--- src/rtl/pdpsc_consts.svh ---
// constants for the powerdown pin state controller
`ifndef PDPSC_CONSTS_SVH
`define PDPSC_CONSTS_SVH

// register byte offsets
`define PDPSC_ADDR_CTRL      8'h00
`define PDPSC_ADDR_SERIAL_PORT     8'h04
`define PDPSC_ADDR_FLAGS     8'h08
`define PDPSC_ADDR_STATE     8'h0C
`define PDPSC_ADDR_INT_STAT  8'h10
`define PDPSC_ADDR_INT_MASK  8'h14

// control register fields
`define PDPSC_CTRL_FORCE     0
`define PDPSC_CTRL_XDIS      1
`define PDPSC_CTRL_W         2
`define PDPSC_CTRL_RST       2'h0

// serial configuration register
`define PDPSC_SERIAL_PORT_W        12
`define PDPSC_SERIAL_PORT_RST      12'h000

// held flag outputs
`define PDPSC_FLAGS_W        3
`define PDPSC_FLAGS_RST      3'h0

// interrupt status bits
`define PDPSC_INT_W          6
`define PDPSC_INT_EXTERNAL_INTERRUPT2       0
`define PDPSC_INT_EDGE       1
`define PDPSC_INT_LVL0       2
`define PDPSC_INT_LVL1       3
`define PDPSC_INT_BUSREQ     4
`define PDPSC_INT_PDENTRY    5
`define PDPSC_INT_RST        6'h00

// synchronised pin vector layout
`define PDPSC_SYN_W          18
`define PDPSC_SYN_BR         0
`define PDPSC_SYN_EXTERNAL_INTERRUPT2       1
`define PDPSC_SYN_EDGE       2
`define PDPSC_SYN_LVL0       3
`define PDPSC_SYN_LVL1       4
`define PDPSC_SYN_PWD        5
`define PDPSC_SYN_HSEL       6
`define PDPSC_SYN_HRD        7
`define PDPSC_SYN_HWR        8
`define PDPSC_SYN_HAL        9
`define PDPSC_SYN_SCLK       10
`define PDPSC_SYN_TFS        12
`define PDPSC_SYN_RFS        14
`define PDPSC_SYN_DR         16
`define PDPSC_SYN_RST        18'h001FF

`define PDPSC_ADDR_W         14
`define PDPSC_DATA_W         24
`define PDPSC_HAD_W          16

`endif

--- src/rtl/pdpsc_pkg.sv ---
// types for the powerdown pin state controller
`default_nettype none
package pdpsc_pkg;

  typedef struct packed {
    logic s1_run;
    logic s1_alt;
    logic s1_int_rfs;
    logic s1_int_tfs;
    logic s1_int_sclk;
    logic s1_en;
    logic s0_run;
    logic s0_int_rfs;
    logic s0_mc;
    logic s0_int_tfs;
    logic s0_int_sclk;
    logic s0_en;
  } pdpsc_serial_port_type;

  typedef struct packed {
    logic program_mem_select;
    logic data_mem_select;
    logic byte_mem_select;
    logic io_space_select;
    logic combined_mem_select;
    logic mem_read;
    logic mem_store;
  } pdpsc_strobe_type;

  typedef enum logic [1:0] {
    PDPSC_RUN,
    PDPSC_DOWN
  } pdpsc_mode_type;

endpackage
`default_nettype wire

--- src/rtl/pdpsc_ctrl.sv ---
// pin state control for normal operation and powerdown
//
// Functional notes
// RULE_01 - interrupts latched in powerdown, serviced only after
// RULE_02 - bus request sampled, no grant until wake-up
// RULE_03 - grant parked high unless already granted
// RULE_04 - clock buffer off, oscillator follows disable bit
// RULE_05 - crystal pin high if disabled, else inverted clock
// RULE_06 - clock out and acknowledge held high
// RULE_07 - strobes high, released when bus granted
// RULE_08 - address and data float, data input ignored
// RULE_09 - internal serial clocks static, external ones float
// RULE_10 - serial0 transmit frame driven if enabled internal/multichannel
// RULE_11 - serial0 receive frame driven if enabled internal
// RULE_12 - serial0 frame and data inputs live when enabled
// RULE_13 - transmit data driven only while port operates
// RULE_14 - serial1 inputs live if enabled or alternate
// RULE_15 - serial1 frames driven if enabled with internal framing
// RULE_16 - serial1 transmit data driven if enabled or alternate; code drives it only when enabled and running, or alternate
// RULE_17 - held flag outputs keep their value
// RULE_18 - host strobes honoured only while host selected
// RULE_19 - host bus driven only during host operation
`include "pdpsc_consts.svh"
`default_nettype none
module pdpsc_ctrl
  import pdpsc_pkg::*;
(
  input  wire logic                      CLK,
  input  wire logic                      RSTN,
  // register port
  input  wire logic [7:0]                REG_ADDR,
  input  wire logic [31:0]               REG_WDATA,
  input  wire logic                      REG_WR,
  input  wire logic                      REG_RD,
  output logic [31:0]                    REG_RDATA,
  output logic                           IRQ,
  // powerdown and clocking
  input  wire logic                      POWERDOWN_REQ_N,
  output logic                           POWERDOWN_ACK,
  input  wire logic                      CLOCK_INPUT_PIN,
  output logic                           CLOCK_BUFFER_EN,
  output logic                           OSCILLATOR_EN,
  output logic                           CRYSTAL_OUT,
  output logic                           PROCESSOR_CLOCK_OUT,
  // interrupt pins
  input  wire logic                      EXTERNAL_INTERRUPT2_N,
  input  wire logic                      EDGE_INTERRUPT_REQ_N,
  input  wire logic                      LEVEL_INTERRUPT_REQ0_N,
  input  wire logic                      LEVEL_INTERRUPT_REQ1_N,
  // bus arbitration
  input  wire logic                      BUS_REQUEST_N,
  output logic                           BUS_GRANT_N,
  // external memory bus, core side then pin side
  input  wire pdpsc_strobe_type          CORE_STROBE_N,
  input  wire logic [`PDPSC_ADDR_W-1:0]  CORE_ADDR,
  input  wire logic [`PDPSC_DATA_W-1:0]  CORE_DATA_OUT,
  input  wire logic                      CORE_DATA_DRIVE,
  output logic [`PDPSC_DATA_W-1:0]       CORE_DATA_IN,
  output pdpsc_strobe_type               STROBE_N_O,
  output logic                           STROBE_OE,
  output logic [`PDPSC_ADDR_W-1:0]       ADDR_O,
  output logic                           ADDR_OE,
  input  wire logic [`PDPSC_DATA_W-1:0]  DATA_I,
  output logic [`PDPSC_DATA_W-1:0]       DATA_O,
  output logic                           DATA_OE,
  // serial ports, index 0 and 1
  input  wire logic [1:0]                CORE_SCLK,
  input  wire logic [1:0]                CORE_TX_FRAME,
  input  wire logic [1:0]                CORE_RX_FRAME,
  input  wire logic [1:0]                CORE_TX_DATA,
  input  wire logic [1:0]                SERIAL_CLOCK_I,
  output logic [1:0]                     SERIAL_CLOCK_O,
  output logic [1:0]                     SERIAL_CLOCK_OE,
  input  wire logic [1:0]                SERIAL_TX_FRAME_I,
  output logic [1:0]                     SERIAL_TX_FRAME_O,
  output logic [1:0]                     SERIAL_TX_FRAME_OE,
  input  wire logic [1:0]                SERIAL_RX_FRAME_I,
  output logic [1:0]                     SERIAL_RX_FRAME_O,
  output logic [1:0]                     SERIAL_RX_FRAME_OE,
  input  wire logic [1:0]                SERIAL_RX_DATA_I,
  output logic [1:0]                     SERIAL_TX_DATA_O,
  output logic [1:0]                     SERIAL_TX_DATA_OE,
  output logic [1:0]                     SERIAL_CLOCK_CORE,
  output logic [1:0]                     SERIAL_TX_FRAME_CORE,
  output logic [1:0]                     SERIAL_RX_FRAME_CORE,
  output logic [1:0]                     SERIAL_RX_DATA_CORE,
  // general flag outputs
  output logic [`PDPSC_FLAGS_W-1:0]      HELD_OUTPUT_BITS,
  // host port
  input  wire logic                      HOST_PORT_SELECT_N,
  input  wire logic                      HOST_READ_STROBE_N,
  input  wire logic                      HOST_STORE_STROBE_N,
  input  wire logic                      HOST_ADDRESS_LATCH,
  input  wire logic [`PDPSC_HAD_W-1:0]   CORE_HOST_RDATA,
  input  wire logic                      CORE_HOST_ACK,
  output logic                           HOST_READ_CORE,
  output logic                           HOST_STORE_CORE,
  output logic                           HOST_LATCH_CORE,
  output logic [`PDPSC_HAD_W-1:0]        HOST_ADDR_DATA_O,
  output logic                           HOST_ADDR_DATA_OE,
  output logic                           HOST_ACCESS_ACK_N
);

  logic [`PDPSC_SYN_W-1:0]   syn1_q, syn2_q, syn3_q, pin_q;
  logic [`PDPSC_SYN_W-1:0]   pin_raw;
  logic [`PDPSC_CTRL_W-1:0]  ctrl_q;
  pdpsc_serial_port_type           serial_port_q;
  logic [`PDPSC_FLAGS_W-1:0] flags_q;
  logic [`PDPSC_INT_W-1:0]   int_stat_q, int_mask_q, int_set;
  pdpsc_mode_type            mode_q;
  logic                      pd, pd_entry, edge_prev_q, grant_q, clk_div_q;
  logic [1:0]                sclk_hold_q;
  logic [31:0]               rdata_d;

  // three-stage synchronisers for the control, host and serial input pins
  assign pin_raw = {SERIAL_RX_DATA_I, SERIAL_RX_FRAME_I, SERIAL_TX_FRAME_I, SERIAL_CLOCK_I,
                    HOST_ADDRESS_LATCH, HOST_STORE_STROBE_N, HOST_READ_STROBE_N,
                    HOST_PORT_SELECT_N, POWERDOWN_REQ_N, LEVEL_INTERRUPT_REQ1_N,
                    LEVEL_INTERRUPT_REQ0_N, EDGE_INTERRUPT_REQ_N, EXTERNAL_INTERRUPT2_N,
                    BUS_REQUEST_N};

  always_ff @(posedge CLK or negedge RSTN) begin
    if (!RSTN) begin
      syn1_q <= `PDPSC_SYN_RST;
      syn2_q <= `PDPSC_SYN_RST;
      syn3_q <= `PDPSC_SYN_RST;
    end else begin
      syn1_q <= pin_raw;
      syn2_q <= syn1_q;
      syn3_q <= syn2_q;
    end
  end

  // a change counts once stages two and three agree
  always_ff @(posedge CLK or negedge RSTN) begin
    if (!RSTN) begin
      pin_q <= `PDPSC_SYN_RST;
    end else begin
      pin_q <= (syn2_q & ~(syn2_q ^ syn3_q)) | (pin_q & (syn2_q ^ syn3_q));
    end
  end

  // powerdown state
  assign pd       = (mode_q == PDPSC_DOWN);
  assign pd_entry = !pd && (!pin_q[`PDPSC_SYN_PWD] || ctrl_q[`PDPSC_CTRL_FORCE]);

  always_ff @(posedge CLK or negedge RSTN) begin
    if (!RSTN) begin
      mode_q <= PDPSC_RUN;
    end else begin
      case (mode_q)
        PDPSC_RUN: begin
          if (pd_entry) begin
            mode_q <= PDPSC_DOWN;
          end
        end
        PDPSC_DOWN: begin
          if (pin_q[`PDPSC_SYN_PWD] && !ctrl_q[`PDPSC_CTRL_FORCE]) begin
            mode_q <= PDPSC_RUN;
          end
        end
        default: begin
          mode_q <= PDPSC_RUN;
        end
      endcase
    end
  end

  // bus grant follows request only while running
  always_ff @(posedge CLK or negedge RSTN) begin
    if (!RSTN) begin
      grant_q <= 1'b0;
    end else if (!pd) begin
      grant_q <= !pin_q[`PDPSC_SYN_BR];
    end
  end
  assign BUS_GRANT_N = !grant_q; // RULE_02 RULE_03

  // clocking
  assign CLOCK_BUFFER_EN = !pd; // RULE_04
  assign OSCILLATOR_EN   = !(pd && ctrl_q[`PDPSC_CTRL_XDIS]); // RULE_04
  // straight inversion; sampling would alias the oscillator
  assign CRYSTAL_OUT     = (pd && ctrl_q[`PDPSC_CTRL_XDIS]) ? 1'b1 : !CLOCK_INPUT_PIN; // RULE_05

  always_ff @(posedge CLK or negedge RSTN) begin
    if (!RSTN) begin
      clk_div_q <= 1'b1;
    end else if (pd || pd_entry) begin
      clk_div_q <= 1'b1; // RULE_06
    end else begin
      clk_div_q <= !clk_div_q;
    end
  end
  assign PROCESSOR_CLOCK_OUT = clk_div_q;
  assign POWERDOWN_ACK       = pd; // RULE_06

  // external memory bus
  always_ff @(posedge CLK or negedge RSTN) begin
    if (!RSTN) begin
      STROBE_N_O <= '1;
      ADDR_O     <= '0;
      DATA_O     <= '0;
    end else if (pd || pd_entry) begin
      STROBE_N_O <= '1; // RULE_07
    end else begin
      STROBE_N_O <= CORE_STROBE_N;
      ADDR_O     <= CORE_ADDR;
      DATA_O     <= CORE_DATA_OUT;
    end
  end
  assign STROBE_OE = !grant_q; // RULE_07
  assign ADDR_OE   = !pd && !grant_q; // RULE_08
  assign DATA_OE   = !pd && !grant_q && CORE_DATA_DRIVE; // RULE_08

  always_ff @(posedge CLK or negedge RSTN) begin
    if (!RSTN) begin
      CORE_DATA_IN <= '0;
    end else if (!pd) begin
      CORE_DATA_IN <= DATA_I; // RULE_08
    end
  end

  // serial clocks: internal ones freeze in powerdown
  always_ff @(posedge CLK or negedge RSTN) begin
    if (!RSTN) begin
      sclk_hold_q <= '0;
    end else if (!pd) begin
      sclk_hold_q <= CORE_SCLK;
    end
  end
  assign SERIAL_CLOCK_O     = pd ? sclk_hold_q : CORE_SCLK; // RULE_09
  assign SERIAL_CLOCK_OE    = {serial_port_q.s1_int_sclk, serial_port_q.s0_int_sclk}; // RULE_09
  assign SERIAL_CLOCK_CORE  = pin_q[`PDPSC_SYN_SCLK +: 2]; // RULE_09

  assign SERIAL_TX_FRAME_O  = CORE_TX_FRAME;
  assign SERIAL_RX_FRAME_O  = CORE_RX_FRAME;
  assign SERIAL_TX_DATA_O   = CORE_TX_DATA;
  assign SERIAL_TX_FRAME_OE[0] = serial_port_q.s0_en && (serial_port_q.s0_int_tfs || serial_port_q.s0_mc); // RULE_10
  assign SERIAL_RX_FRAME_OE[0] = serial_port_q.s0_en && serial_port_q.s0_int_rfs; // RULE_11
  assign SERIAL_TX_FRAME_OE[1] = serial_port_q.s1_en && serial_port_q.s1_int_tfs; // RULE_15
  assign SERIAL_RX_FRAME_OE[1] = serial_port_q.s1_en && serial_port_q.s1_int_rfs; // RULE_15
  assign SERIAL_TX_DATA_OE[0]  = serial_port_q.s0_en && serial_port_q.s0_run; // RULE_13
  assign SERIAL_TX_DATA_OE[1]  = (serial_port_q.s1_en && serial_port_q.s1_run) || serial_port_q.s1_alt; // RULE_13 RULE_16

  // unused frame and data inputs are held inactive
  assign SERIAL_TX_FRAME_CORE[0] = serial_port_q.s0_en && pin_q[`PDPSC_SYN_TFS]; // RULE_12
  assign SERIAL_RX_FRAME_CORE[0] = serial_port_q.s0_en && pin_q[`PDPSC_SYN_RFS]; // RULE_12
  assign SERIAL_RX_DATA_CORE[0]  = serial_port_q.s0_en && pin_q[`PDPSC_SYN_DR]; // RULE_12
  assign SERIAL_TX_FRAME_CORE[1] = (serial_port_q.s1_en || serial_port_q.s1_alt) && pin_q[`PDPSC_SYN_TFS + 1]; // RULE_14
  assign SERIAL_RX_FRAME_CORE[1] = (serial_port_q.s1_en || serial_port_q.s1_alt) && pin_q[`PDPSC_SYN_RFS + 1]; // RULE_14
  assign SERIAL_RX_DATA_CORE[1]  = (serial_port_q.s1_en || serial_port_q.s1_alt) && pin_q[`PDPSC_SYN_DR + 1]; // RULE_14

  // host port
  assign HOST_READ_CORE    = !pin_q[`PDPSC_SYN_HSEL] && !pin_q[`PDPSC_SYN_HRD]; // RULE_18
  assign HOST_STORE_CORE   = !pin_q[`PDPSC_SYN_HSEL] && !pin_q[`PDPSC_SYN_HWR]; // RULE_18
  assign HOST_LATCH_CORE   = !pin_q[`PDPSC_SYN_HSEL] && pin_q[`PDPSC_SYN_HAL]; // RULE_18
  assign HOST_ADDR_DATA_OE = HOST_READ_CORE; // RULE_19
  assign HOST_ACCESS_ACK_N = !(CORE_HOST_ACK && !pd);

  always_ff @(posedge CLK or negedge RSTN) begin
    if (!RSTN) begin
      HOST_ADDR_DATA_O <= '0;
    end else begin
      HOST_ADDR_DATA_O <= CORE_HOST_RDATA;
    end
  end

  // interrupt events
  always_ff @(posedge CLK or negedge RSTN) begin
    if (!RSTN) begin
      edge_prev_q <= 1'b1;
    end else begin
      edge_prev_q <= pin_q[`PDPSC_SYN_EDGE];
    end
  end

  always_comb begin
    int_set = '0;
    int_set[`PDPSC_INT_EXTERNAL_INTERRUPT2]    = !pin_q[`PDPSC_SYN_EXTERNAL_INTERRUPT2]; // RULE_01
    int_set[`PDPSC_INT_EDGE]    = edge_prev_q && !pin_q[`PDPSC_SYN_EDGE]; // RULE_01
    int_set[`PDPSC_INT_LVL0]    = !pin_q[`PDPSC_SYN_LVL0]; // RULE_01
    int_set[`PDPSC_INT_LVL1]    = !pin_q[`PDPSC_SYN_LVL1]; // RULE_01
    int_set[`PDPSC_INT_BUSREQ]  = pd && !pin_q[`PDPSC_SYN_BR]; // RULE_02
    int_set[`PDPSC_INT_PDENTRY] = pd_entry;
  end

  // set wins over a same-cycle clear
  always_ff @(posedge CLK or negedge RSTN) begin
    if (!RSTN) begin
      int_stat_q <= `PDPSC_INT_RST;
    end else if (REG_WR && REG_ADDR == `PDPSC_ADDR_INT_STAT) begin
      int_stat_q <= (int_stat_q & ~REG_WDATA[`PDPSC_INT_W-1:0]) | int_set;
    end else begin
      int_stat_q <= int_stat_q | int_set;
    end
  end

  assign IRQ = !pd && |(int_stat_q & int_mask_q); // RULE_01

  // register writes
  always_ff @(posedge CLK or negedge RSTN) begin
    if (!RSTN) begin
      ctrl_q     <= `PDPSC_CTRL_RST;
      serial_port_q    <= `PDPSC_SERIAL_PORT_RST;
      int_mask_q <= `PDPSC_INT_RST;
    end else if (REG_WR) begin
      case (REG_ADDR)
        `PDPSC_ADDR_CTRL:     ctrl_q     <= REG_WDATA[`PDPSC_CTRL_W-1:0];
        `PDPSC_ADDR_SERIAL_PORT:    serial_port_q    <= REG_WDATA[`PDPSC_SERIAL_PORT_W-1:0];
        `PDPSC_ADDR_INT_MASK: int_mask_q <= REG_WDATA[`PDPSC_INT_W-1:0];
        default: begin
        end
      endcase
    end
  end

  always_ff @(posedge CLK or negedge RSTN) begin
    if (!RSTN) begin
      flags_q <= `PDPSC_FLAGS_RST;
    end else if (REG_WR && REG_ADDR == `PDPSC_ADDR_FLAGS && !pd) begin
      flags_q <= REG_WDATA[`PDPSC_FLAGS_W-1:0]; // RULE_17
    end
  end
  assign HELD_OUTPUT_BITS = flags_q; // RULE_17

  // register reads, data one cycle after the strobe
  always_comb begin
    rdata_d = '0;
    case (REG_ADDR)
      `PDPSC_ADDR_CTRL:     rdata_d[`PDPSC_CTRL_W-1:0]  = ctrl_q;
      `PDPSC_ADDR_SERIAL_PORT:    rdata_d[`PDPSC_SERIAL_PORT_W-1:0] = serial_port_q;
      `PDPSC_ADDR_FLAGS:    rdata_d[`PDPSC_FLAGS_W-1:0] = flags_q;
      `PDPSC_ADDR_STATE:    rdata_d[2:0]                = {grant_q, !pin_q[`PDPSC_SYN_BR], pd};
      `PDPSC_ADDR_INT_STAT: rdata_d[`PDPSC_INT_W-1:0]   = int_stat_q;
      `PDPSC_ADDR_INT_MASK: rdata_d[`PDPSC_INT_W-1:0]   = int_mask_q;
      default:              rdata_d = '0;
    endcase
  end

  always_ff @(posedge CLK or negedge RSTN) begin
    if (!RSTN) begin
      REG_RDATA <= '0;
    end else begin
      REG_RDATA <= REG_RD ? rdata_d : '0;
    end
  end

endmodule
`default_nettype wire

--- config.mk ---
export PLATFORM = sky130hd
export DESIGN_NAME = pdpsc_ctrl
export DESIGN_NICKNAME = d
export VERILOG_FILES = /design/src/rtl/pdpsc_pkg.sv /design/src/rtl/pdpsc_ctrl.sv
export VERILOG_INCLUDE_DIRS = /design/src /design/src/rtl
export SDC_FILE = /design/constraint.sdc
export NUM_CORES = 1
export LEC_CHECK = 0
export BUFFER_PORTS_ARGS = -buffer_cell sky130_fd_sc_hd__buf_4
export CAP_MARGIN = 20
export CORE_AREA = 2 2 135 137
export DETAILED_ROUTE_END_ITERATION = 12
export DIE_AREA = 0 0 137 139
export PLACE_DENSITY = 0.75
export RECOVER_POWER = 25
export SLEW_MARGIN = 30
export SYNTH_ARGS = -nofsm -noshare
export SYNTH_HDL_FRONTEND = slang
export SYNTH_SLANG_ARGS = --single-unit
--- constraint.sdc ---
create_clock -name CLK -period 2.43 [get_ports CLK]
set_clock_uncertainty 0.1 [all_clocks]
set_input_delay 0 -clock CLK [delete_from_list [all_inputs] [get_ports CLK]]
set_output_delay 0 -clock CLK [all_outputs]
set_load 0.005 [all_outputs]
-- After elaboration in Yosys (flattened, before gate mapping)
Index checks and enable logic that the tools add are counted.
- order comparisons: 0
- eq/ne operators: 8
- shift operators: 0
- mux-type cells: 13
- bitwise operators: 10
- $add $sub $neg: 0
- divide/modulo/power cells: 0
- multipliers: 0
- reduce and logical (&&, ||, !) cells: 55
- operator list (operator ; count):
    18-bit bitwise AND ; 2
    1-bit logical AND ; 27
    18-bit NOT ; 1
    18-bit bitwise OR ; 1
    18-bit bitwise XOR ; 1
    8-bit by 4-bit == test with 1-bit output, second input constant ; 2
    8-bit by 5-bit == test with 1-bit output, second input constant ; 2
    1-bit zero test ; 16
    6-bit bitwise AND ; 2
    12-bit 2-to-1 mux ; 1
    6-bit 2-to-1 mux ; 2
    6-bit bitwise OR ; 2
    2-bit one-hot mux with 6 select lines ; 1
    3-bit one-hot mux with 3 select lines ; 1
    8-bit by 3-bit == test with 1-bit output, second input constant ; 1
    8-bit zero test ; 1
    2-bit AND reduction ; 4
    7-bit 2-to-1 mux ; 1
    2-bit 2-to-1 mux ; 3
    6-bit NOT ; 1
    6-bit OR reduction ; 1
    1-bit logical OR ; 5
    1-bit one-hot mux with 5 select lines ; 1
    2-bit one-hot mux with 2 select lines ; 1
    5 further kinds ; 6
- memory bits (read-only): 0
- output and inout bits: 159
- bits in latches: 0
- register bits after elaboration: 205
- word-level logic and storage cells: 123
- memory bits (writable): 0
- memories kept: 0

-- Depth between registers and ports, before layout
Gate-level depths: netlist of run 1.
- depth in word-level cells: 5
- depth in mapped cells: 7
- depth with buffers taken out: 4

-- Worst setup path after synthesis of run 1
OpenSTA, ideal clock, no wires.
- kind: reg2reg
- start point: register mode_q[0]
- end point: register ADDR_O[0]
- slack: 86 ps
- stages on the path, launching flop included: 8
- library setup time: 125 ps
- path buffers: 4
- arrival: 2119 ps
- cell sequence: dfrtp_1 -> clkbuf_1 -> clkbuf_1 -> inv_1 -> ha_1 -> clkbuf_1 -> buf_1 -> mux2_2
- cells in the longest elaborated chain, start to end: 4
- RTL lines (what ; RTL line ; text):
    from (decl) ; pdpsc_ctrl.sv:110 ; pdpsc_mode_type mode_q;
    from (signal assigned) ; pdpsc_ctrl.sv:149 ; mode_q <= PDPSC_RUN;
    from (signal assigned) ; pdpsc_ctrl.sv:154 ; mode_q <= PDPSC_DOWN;
    from (signal assigned) ; pdpsc_ctrl.sv:159 ; mode_q <= PDPSC_RUN;
    2-bit by 1-bit == test with 1-bit output ; pdpsc_ctrl.sv:144 ; assign pd = (mode_q == PDPSC_DOWN);
    1-bit zero test ; -- ;
    via CLOCK_BUFFER_EN ; pdpsc_ctrl.sv:41 ; output logic CLOCK_BUFFER_EN,
    1-bit logical AND ; pdpsc_ctrl.sv:145 ; assign pd_entry = !pd && (!pin_q[`PDPSC_SYN_PWD] || ctrl_q[`PDPSC_CTRL_FORCE]);
    1-bit logical OR ; pdpsc_ctrl.sv:203 ; end else if (pd || pd_entry) begin
    to (signal assigned) ; pdpsc_ctrl.sv:201 ; ADDR_O <= '0;
    to (signal assigned) ; pdpsc_ctrl.sv:207 ; ADDR_O <= CORE_ADDR;
    to (decl) ; pdpsc_ctrl.sv:61 ; output logic [`PDPSC_ADDR_W-1:0] ADDR_O,
The timed path passes the listed nets, and every way through them passes these cells.
A chain may end at the register's enable or synchronous reset.

-- Worst setup path in the final report of run 1
- start point: input REG_ADDR[4]
- end point: register serial_port_q, in the netlist SERIAL_CLOCK_OE[1]
- cells in the longest elaborated chain, start to end: 2
- RTL lines (what ; RTL line ; text):
    from (decl) ; pdpsc_ctrl.sv:31 ; input wire logic [7:0] REG_ADDR,
    8-bit by 3-bit == test with 1-bit output ; pdpsc_ctrl.sv:307 ; case (REG_ADDR)
    2-bit AND reduction (no line) ; -- ;
    to (signal assigned) ; pdpsc_ctrl.sv:304 ; serial_port_q <= `PDPSC_SERIAL_PORT_RST;
    to (signal assigned) ; pdpsc_ctrl.sv:309 ; `PDPSC_ADDR_SERIAL_PORT: serial_port_q <= REG_WDATA[`PDPSC_SERIAL_PORT_W-1:0];
    to (decl) ; pdpsc_ctrl.sv:107 ; pdpsc_serial_port_type serial_port_q;
No other way between the ends.

==> summary.md, run 1 <==
| Metric | Value |
|---|---|
| Chip width | 137 um |
| Crit path arrival time | 2.47 ns |
| Die area | 19,000 um^2 |
| Layout Nets | 1,043 |
| Final Hold Vio Count | 0 |
| Area Overhead vs Synth | 58.7% |
| Post-route ant nets | 0 |
| Drc violations | 0 |
| CTS buffer count | 22 |
| Fin crit share | 90.9% |
| Type of origin of the critical path | input port |
| Crit. End Element | flop |
| Unrepaired setup endpoints after global routing | no |
| Max Fclk | 0.453 GHz |
| Final WL | 18,500 um |
| Postcts setup bufs | 0 |
| Gr ovfl total | 0 |
| Total Power | 10.9 mW |
| Slew Limit Fails | 23 |
| IO Count | 317 |
| Setup TNS | 0 ns |
| Hold Path Class | in2reg |
| CORE AREA | 17,700 um^2 |
| Sw frac | 25.4% |
| Gpl congestion | 0.803 |
| Mux cell area share after synthesis | 15.0% |
| Synth Instances | 471 |
| Syn avg cell area | 15.8 um^2 |
| Cell row count | 49 |
| Status | finished, violations left |
| Post-synth cell types | 42 |
| Gr usage total | 19.5% |
| Comb power frac | 25.1% |
| Maximum vdd drop | 0.698 mV |
| Warnings from Yosys | 0 |
| Number of global-route vias before repair | 5,825 |
| Worst-skew pair later-pin latency | 0.50 ns |
| Top-count cell post-synth | dfrtp_1 |
| Synth Register Bits | 204 |
| Cell area after synthesis | 7450 um^2 |
| Fin crit period | 2.21 ns |
| Drt via density | 4.64 |
| Reg area | 5160 um^2 |
| Adder-Cell Fraction of Synth Area | 2.76% |
| Clock Sinks | 204 |
| Post-synth EDFFs | 0 |
| ANT cells | 0 |
| Clk buf depth | 3 |
| Fraction of layout cells with a size suffix above 1 | 50.3% |
| Top FF cell, synth | dfrtp_1 |
| Post-synth top area cell | dfrtp_1 |
| CTS tree | built |
| Final Worst Setup Slack | 0.220 ns |
| Maxcap violations | 1 |
| Area share of the largest cell type after synthesis | 53.4% |
| Main combinational cell family by area after synthesis | multiplexers |
| WS Path Type | in2reg |
| Die extent in y | 139 um |
| Initial antenna violation count | 0 |
| Async SR Flop Fraction | 100% |
| Worst endpoint required time | 2.69 ns |
| DRT iter0 DRCs | 145 |
| Pre-CTS setup slack | 0.667 ns |
| Top cells by area, synth | dfrtp_1 (53%), dfstp_2 (16%), mux2_2 (12%), buf_4 (3.2%), maj3_1 (2.4%) |
| H-tree depth | 1 |
| Worst Path Max Fanout | 12 |
| Sequential share of power | 41.8% |
| Power per cell area | 921 nW/um^2 |
| Pre-antenna DRT Iters | 5 |
| Setup Viol. Count Final | 0 |
| Detail Placement HPWL | 11,600 um |
| XOR/XNOR share of the synthesized area | 0.118% |
| Number of buffers added on ports | 264 |
| Power share of the clock group | 33.1% |
| Fillers | 1,205 |
| First-pass GRT wire length | 29,300 um |
| Int Pwr | 8.12 mW |
| Post-Synth Simple-Gate Area | 5.58% |
| Synth Area in Compound Gates | 2.47% |
| Area of the multi-input gates | 2010 um^2 |
| Vias | 5,238 |
| Clk slew on worst S/H paths | 0.06 ns |
| Max transition margin | -7.27% |
| Largest net degree at the start of global routing | 76 |
| Leak | 5.56 nW |
| Tightest Pin Transition | 1.61 ns |
| Failing checks | max-capacitance violations, max-slew violations |
| Sw power | 2.77 mW |
| Commonest cells post-synth | dfrtp_1 (159), mux2_2 (82), dfstp_2 (45) |
| Sequential area share after synthesis | 69.3% |
| Root Buffer | clkbuf_16 |
| DR WL/cell | 16.4 um |
| Initial Utilization | 42.2% |
==> timing repair <==
action,CTS,global route
endpoints found under the setup margin,0,3
hold endpoints to repair,333,0
hold buffers,149,0
gates resized for setup,0,1
==> layout make-up <==
type / count / area share, %
sequential: 204 / 43.7
timing repair buffer: 417 / 30.0
multi-input combinational: 232 / 17.0
clock buffer: 26 / 4.87
tap: 229 / 2.42
clock inverter: 14 / 1.86
inverter: 6 / 0.191
==> path summary, 6_finish.rpt <==
kind | start | endpoint | slack, ns | cells past startpoint
worst max-delay path | REG_ADDR[4] | SERIAL_CLOCK_OE[1]$_DFFE_PN0P_ | 0.22 | 7
worst min-delay path | HOST_PORT_SELECT_N | syn1_q[6]$_DFF_PN1_ | 0.06 | 2
worst max register to register | flop | DATA_O[2]$_DFFE_PN0N_ | 0.70 | 5
worst min register to register | syn1_q[15]$_DFF_PN0_ | syn2_q[15]$_DFF_PN0_ | 0.24 | 0
max in group asynchronous | RSTN | PROCESSOR_CLOCK_OUT$_DFF_PN1_ | 0.74 | 3
min in group asynchronous | RSTN | async pin | 0.94 | 2
==> cell families (layout without fill, tap and decap cells) <==
kind of cell,after synthesis,count (layout)
compound gates,25,25
xor+xnor,1,1
fa+ha+maj,20,20
buf+inv,54,463
flops,204,204
mux,96,96
other cells,1,20
simple gates,70,70
==> metrics by stage <==
stage	instance area [um^2]	util [%]	instances	hold WS (ns)
global route	11800	66.9	1128	0.0501
finish	11800	66.9	1128	0.0556
global placement	9530	54.0	939	-0.100
floorplan	7520	-	490	-0.396
detailed placement	9530	54.0	939	-0.0999
CTS	11800	67.0	1128	0.0207
==> registers in the layout, summed over array words and instances, names as in the netlist, 3 cells and up, named ones only <==
signal / cells
CORE_DATA_IN: 24
DATA_O: 24
syn1_q: 18
syn2_q: 18
syn3_q: 18
HOST_ADDR_DATA_O: 16
ADDR_O: 14
REG_RDATA: 12
serial_port_q: 10
STROBE_N_O: 7
int_mask_q: 6
int_stat_q: 6
HELD_OUTPUT_BITS: 3
==> critical path: stages <==
cell,delay [ns]
dlygate4sd3_1,0.54
buf_4,0.18
nor4_4,0.29
and3_2,0.35
nand2_4,0.20
mux2_4,0.34
dlygate4sd3_1,0.56
==> placed cells by master (no fill, tap or decap), drive strengths merged, types with 2 or more instances in the layout <==
| cell | n |
|---|---|
| and3 | 9 |
| and2 | 8 |
| mux2i | 4 |
| a21o | 2 |
| and4 | 2 |
| nand4 | 2 |
| nand3b | 2 |
| clkinv | 5 |
| ha | 2 |
| inv | 9 |
| nand3 | 5 |
| dfrtp | 159 |
| mux2 | 92 |
| a31oi | 2 |
| a22o | 2 |
| a22oi | 7 |
| nor3 | 4 |
| maj3 | 18 |
| clkbuf | 61 |
| dlygate4sd3 | 148 |
| nand2b | 8 |
| a21bo | 3 |
| buf | 234 |
| a21oi | 3 |
| nor2b | 6 |
| a21boi | 2 |
| conb | 20 |
| o21ai | 2 |
| nand2 | 12 |
| bufinv | 5 |
| nor2 | 10 |
| dfstp | 45 |
==> power by group through the flow <==
stage / sequential, mW / clock, mW / combinational (mW)
5_1_grt: 4.63 / 3.85 / 2.94
4_1_cts: 4.54 / 3.68 / 2.74
6_report: 4.55 / 3.60 / 2.74
3_5_place_dp: 4.58 / 0 / 2.54
3_3_place_gp: 4.54 / 0 / 2.47
2_1_floorplan: 4.56 / 0 / 1.03
==> metal layers <==
| layer | vias up | global-route usage, % | routed length [um] |
|---|---|---|---|
| met3 | 42 | 3.87 | 1180 |
| li1 | 2391 | - | - |
| met2 | 223 | 35.3 | 9940 |
| met1 | 2582 | 22.9 | 6900 |
| met5 | - | 0 | 0 |
| met4 | 0 | 6.35 | 488 |
No activity file was read; power rests on OpenSTA's default activity.
==> inputs of run 2 (changes only) <==
Settings changed: RECOVER_POWER 25 to 100.
==> run 2 against run 1 <==
Net effect:
- the run still ends with max-capacitance violations, max-slew violations left
- power is 1.8% lower
- routed wire length shrank 0.63%
- flip-flop and latch count did not move
- combinational power shrank 6%
- core utilization is 0.79 points lower
- critical endpoint is now serial_port_q[10]$_DFFE_PN0P_
- largest cell class unchanged
==> summary.md, run 2 (synthesis gave the netlist of run 1 again) <==
| Metric | Value |
|---|---|
| Setup TNS | 0 ns |
| Largest net degree at the start of global routing | 76 |
| Worst endpoint required time | 2.70 ns |
| Fraction of layout cells with a size suffix above 1 | 45.5% |
| ANT cells | 0 |
| Maxcap violations | 1 |
| CTS tree | built |
| Clk buf depth | 3 |
| Initial antenna violation count | 0 |
| Final core utilization | 66.1% |
| Chip width | 137 um |
| Most frequent cells in the layout | dfrtp_1 (159), dlygate4sd3_1 (148), clkbuf_4 (136) |
| Clk slew on worst S/H paths | 0.06 ns |
| Total Power | 10.7 mW |
| Vias | 5,230 |
| Clock Sinks | 204 |
| Max Fclk | 0.453 GHz |
| Cell row count | 49 |
| Maximum vdd drop | 0.695 mV |
| DRT iter0 DRCs | 137 |
| Leading cell type in the layout, fill and taps excluded | dfrtp_1 |
| Pre-CTS setup slack | 0.667 ns |
| CTS buffer count | 22 |
| Final Worst Setup Slack | 0.222 ns |
| Post-route ant nets | 0 |
| Setup Viol. Count Final | 0 |
| Final WL | 18,400 um |
| Number of global-route vias before repair | 5,825 |
| Hold Path Class | in2reg |
| H-tree depth | 1 |
| Fin crit share | 90.9% |
| Worst-skew pair later-pin latency | 0.50 ns |
| Failing checks | max-capacitance violations, max-slew violations |
| Drt via density | 4.64 |
| Type of origin of the critical path | input port |
| Max transition margin | -7.11% |
| Status | finished, violations left |
| Slew Limit Fails | 23 |
| First-pass GRT wire length | 29,300 um |
| Fin crit period | 2.21 ns |
| Die area | 19,000 um^2 |
| WS Path Type | in2reg |
| Crit. End Element | flop |
| Crit path arrival time | 2.48 ns |
| Fillers | 1,243 |
| Area Overhead vs Synth | 56.8% |
| Gr ovfl total | 0 |
| Root Buffer | clkbuf_16 |
| Pre-antenna DRT Iters | 4 |
| Layout Nets | 1,043 |
| Leak | 5.40 nW |
| Die extent in y | 139 um |
| Unrepaired setup endpoints after global routing | no |
| Gpl congestion | 0.803 |
| Initial Utilization | 42.2% |
| Tightest Pin Transition | 1.61 ns |
| Largest regs | CORE_DATA_IN (24), DATA_O (24) |
| DR WL/cell | 16.3 um |
| Gr usage total | 19.5% |
| Postcts setup bufs | 0 |
| Worst Path Max Fanout | 12 |
| CORE AREA | 17,700 um^2 |
| Number of buffers added on ports | 264 |
| Power per cell area | 916 nW/um^2 |
| Detail Placement HPWL | 11,600 um |
| IO Count | 317 |
| Final Hold Vio Count | 0 |
| Drc violations | 0 |
==> run 2: layer usage <==
| metal | GRT usage (%) | up-vias | share of wire (%) | wire length (um) |
|---|---|---|---|---|
| met5 | 0 | - | 0 | 0 |
| met1 | 22.9 | 2575 | 37 | 6870 |
| li1 | - | 2392 | - | - |
| met3 | 3.87 | 42 | 6.2 | 1150 |
| met2 | 35.3 | 221 | 54 | 9880 |
| met4 | 6.35 | 0 | 2.7 | 489 |
==> run 2: what timing repair did <==
action | CTS | global route
gates resized for setup | 0 | 1
hold endpoints to repair | 333 | 0
setup endpoints to repair | 0 | 3
hold buffers | 149 | 0
==> run 2: per-stage QoR <==
step | area (um^2) | hold WS [ns] | std cells
floorplan | 7520 | -0.396 | 490
global placement | 9530 | -0.100 | 939
detailed placement | 9530 | -0.0999 | 939
CTS | 11800 | 0.0207 | 1128
global route | 11700 | 0.0501 | 1128
finish | 11700 | 0.0571 | 1128
==> run 2: cell type report <==
type	instances	area [um^2]	share of cell area, %
Sequential cell	204	5160	44.2
Timing Repair Buffer	417	3440	29.5
Multi-Input combinational cell	232	1970	16.9
Clock buffer	26	576	4.93
Tap cell	229	287	2.45
Clock inverter	14	220	1.89
Inverter	6	22.5	0.193
==> run 2: power by group <==
part           internal (mW)  switching (mW)
registers               4.14           0.388
clock network           2.25            1.35
logic                   1.56            1.01
total                   7.95            2.74
==> run 2: path summary, 6_finish.rpt <==
kind	startpoint	end	slack [ns]	cells past startpoint
setup / recovery	REG_ADDR[3]	serial_port_q[10]$_DFFE_PN0P_	0.22	7
hold / removal	HOST_PORT_SELECT_N	syn1_q[6]$_DFF_PN1_	0.06	2
setup reg to reg	mode_q[0]$_DFFE_PN0P_	HELD_OUTPUT_BITS[0]$_DFFE_PN0P_	0.50	4
hold reg to reg	syn1_q[15]$_DFF_PN0_	syn2_q[15]$_DFF_PN0_	0.24	0
max in group asynchronous	RSTN	PROCESSOR_CLOCK_OUT$_DFF_PN1_	0.75	3
min in group asynchronous	RSTN	async pin	0.94	2
==> run 2: worst max-delay path, cell delays in order <==
cell	delay, ns
dlygate4sd3_1	0.55
buf_4	0.18
nor3_2	0.29
and3_2	0.35
nand2_4	0.18
mux2_1	0.36
dlygate4sd3_1	0.56
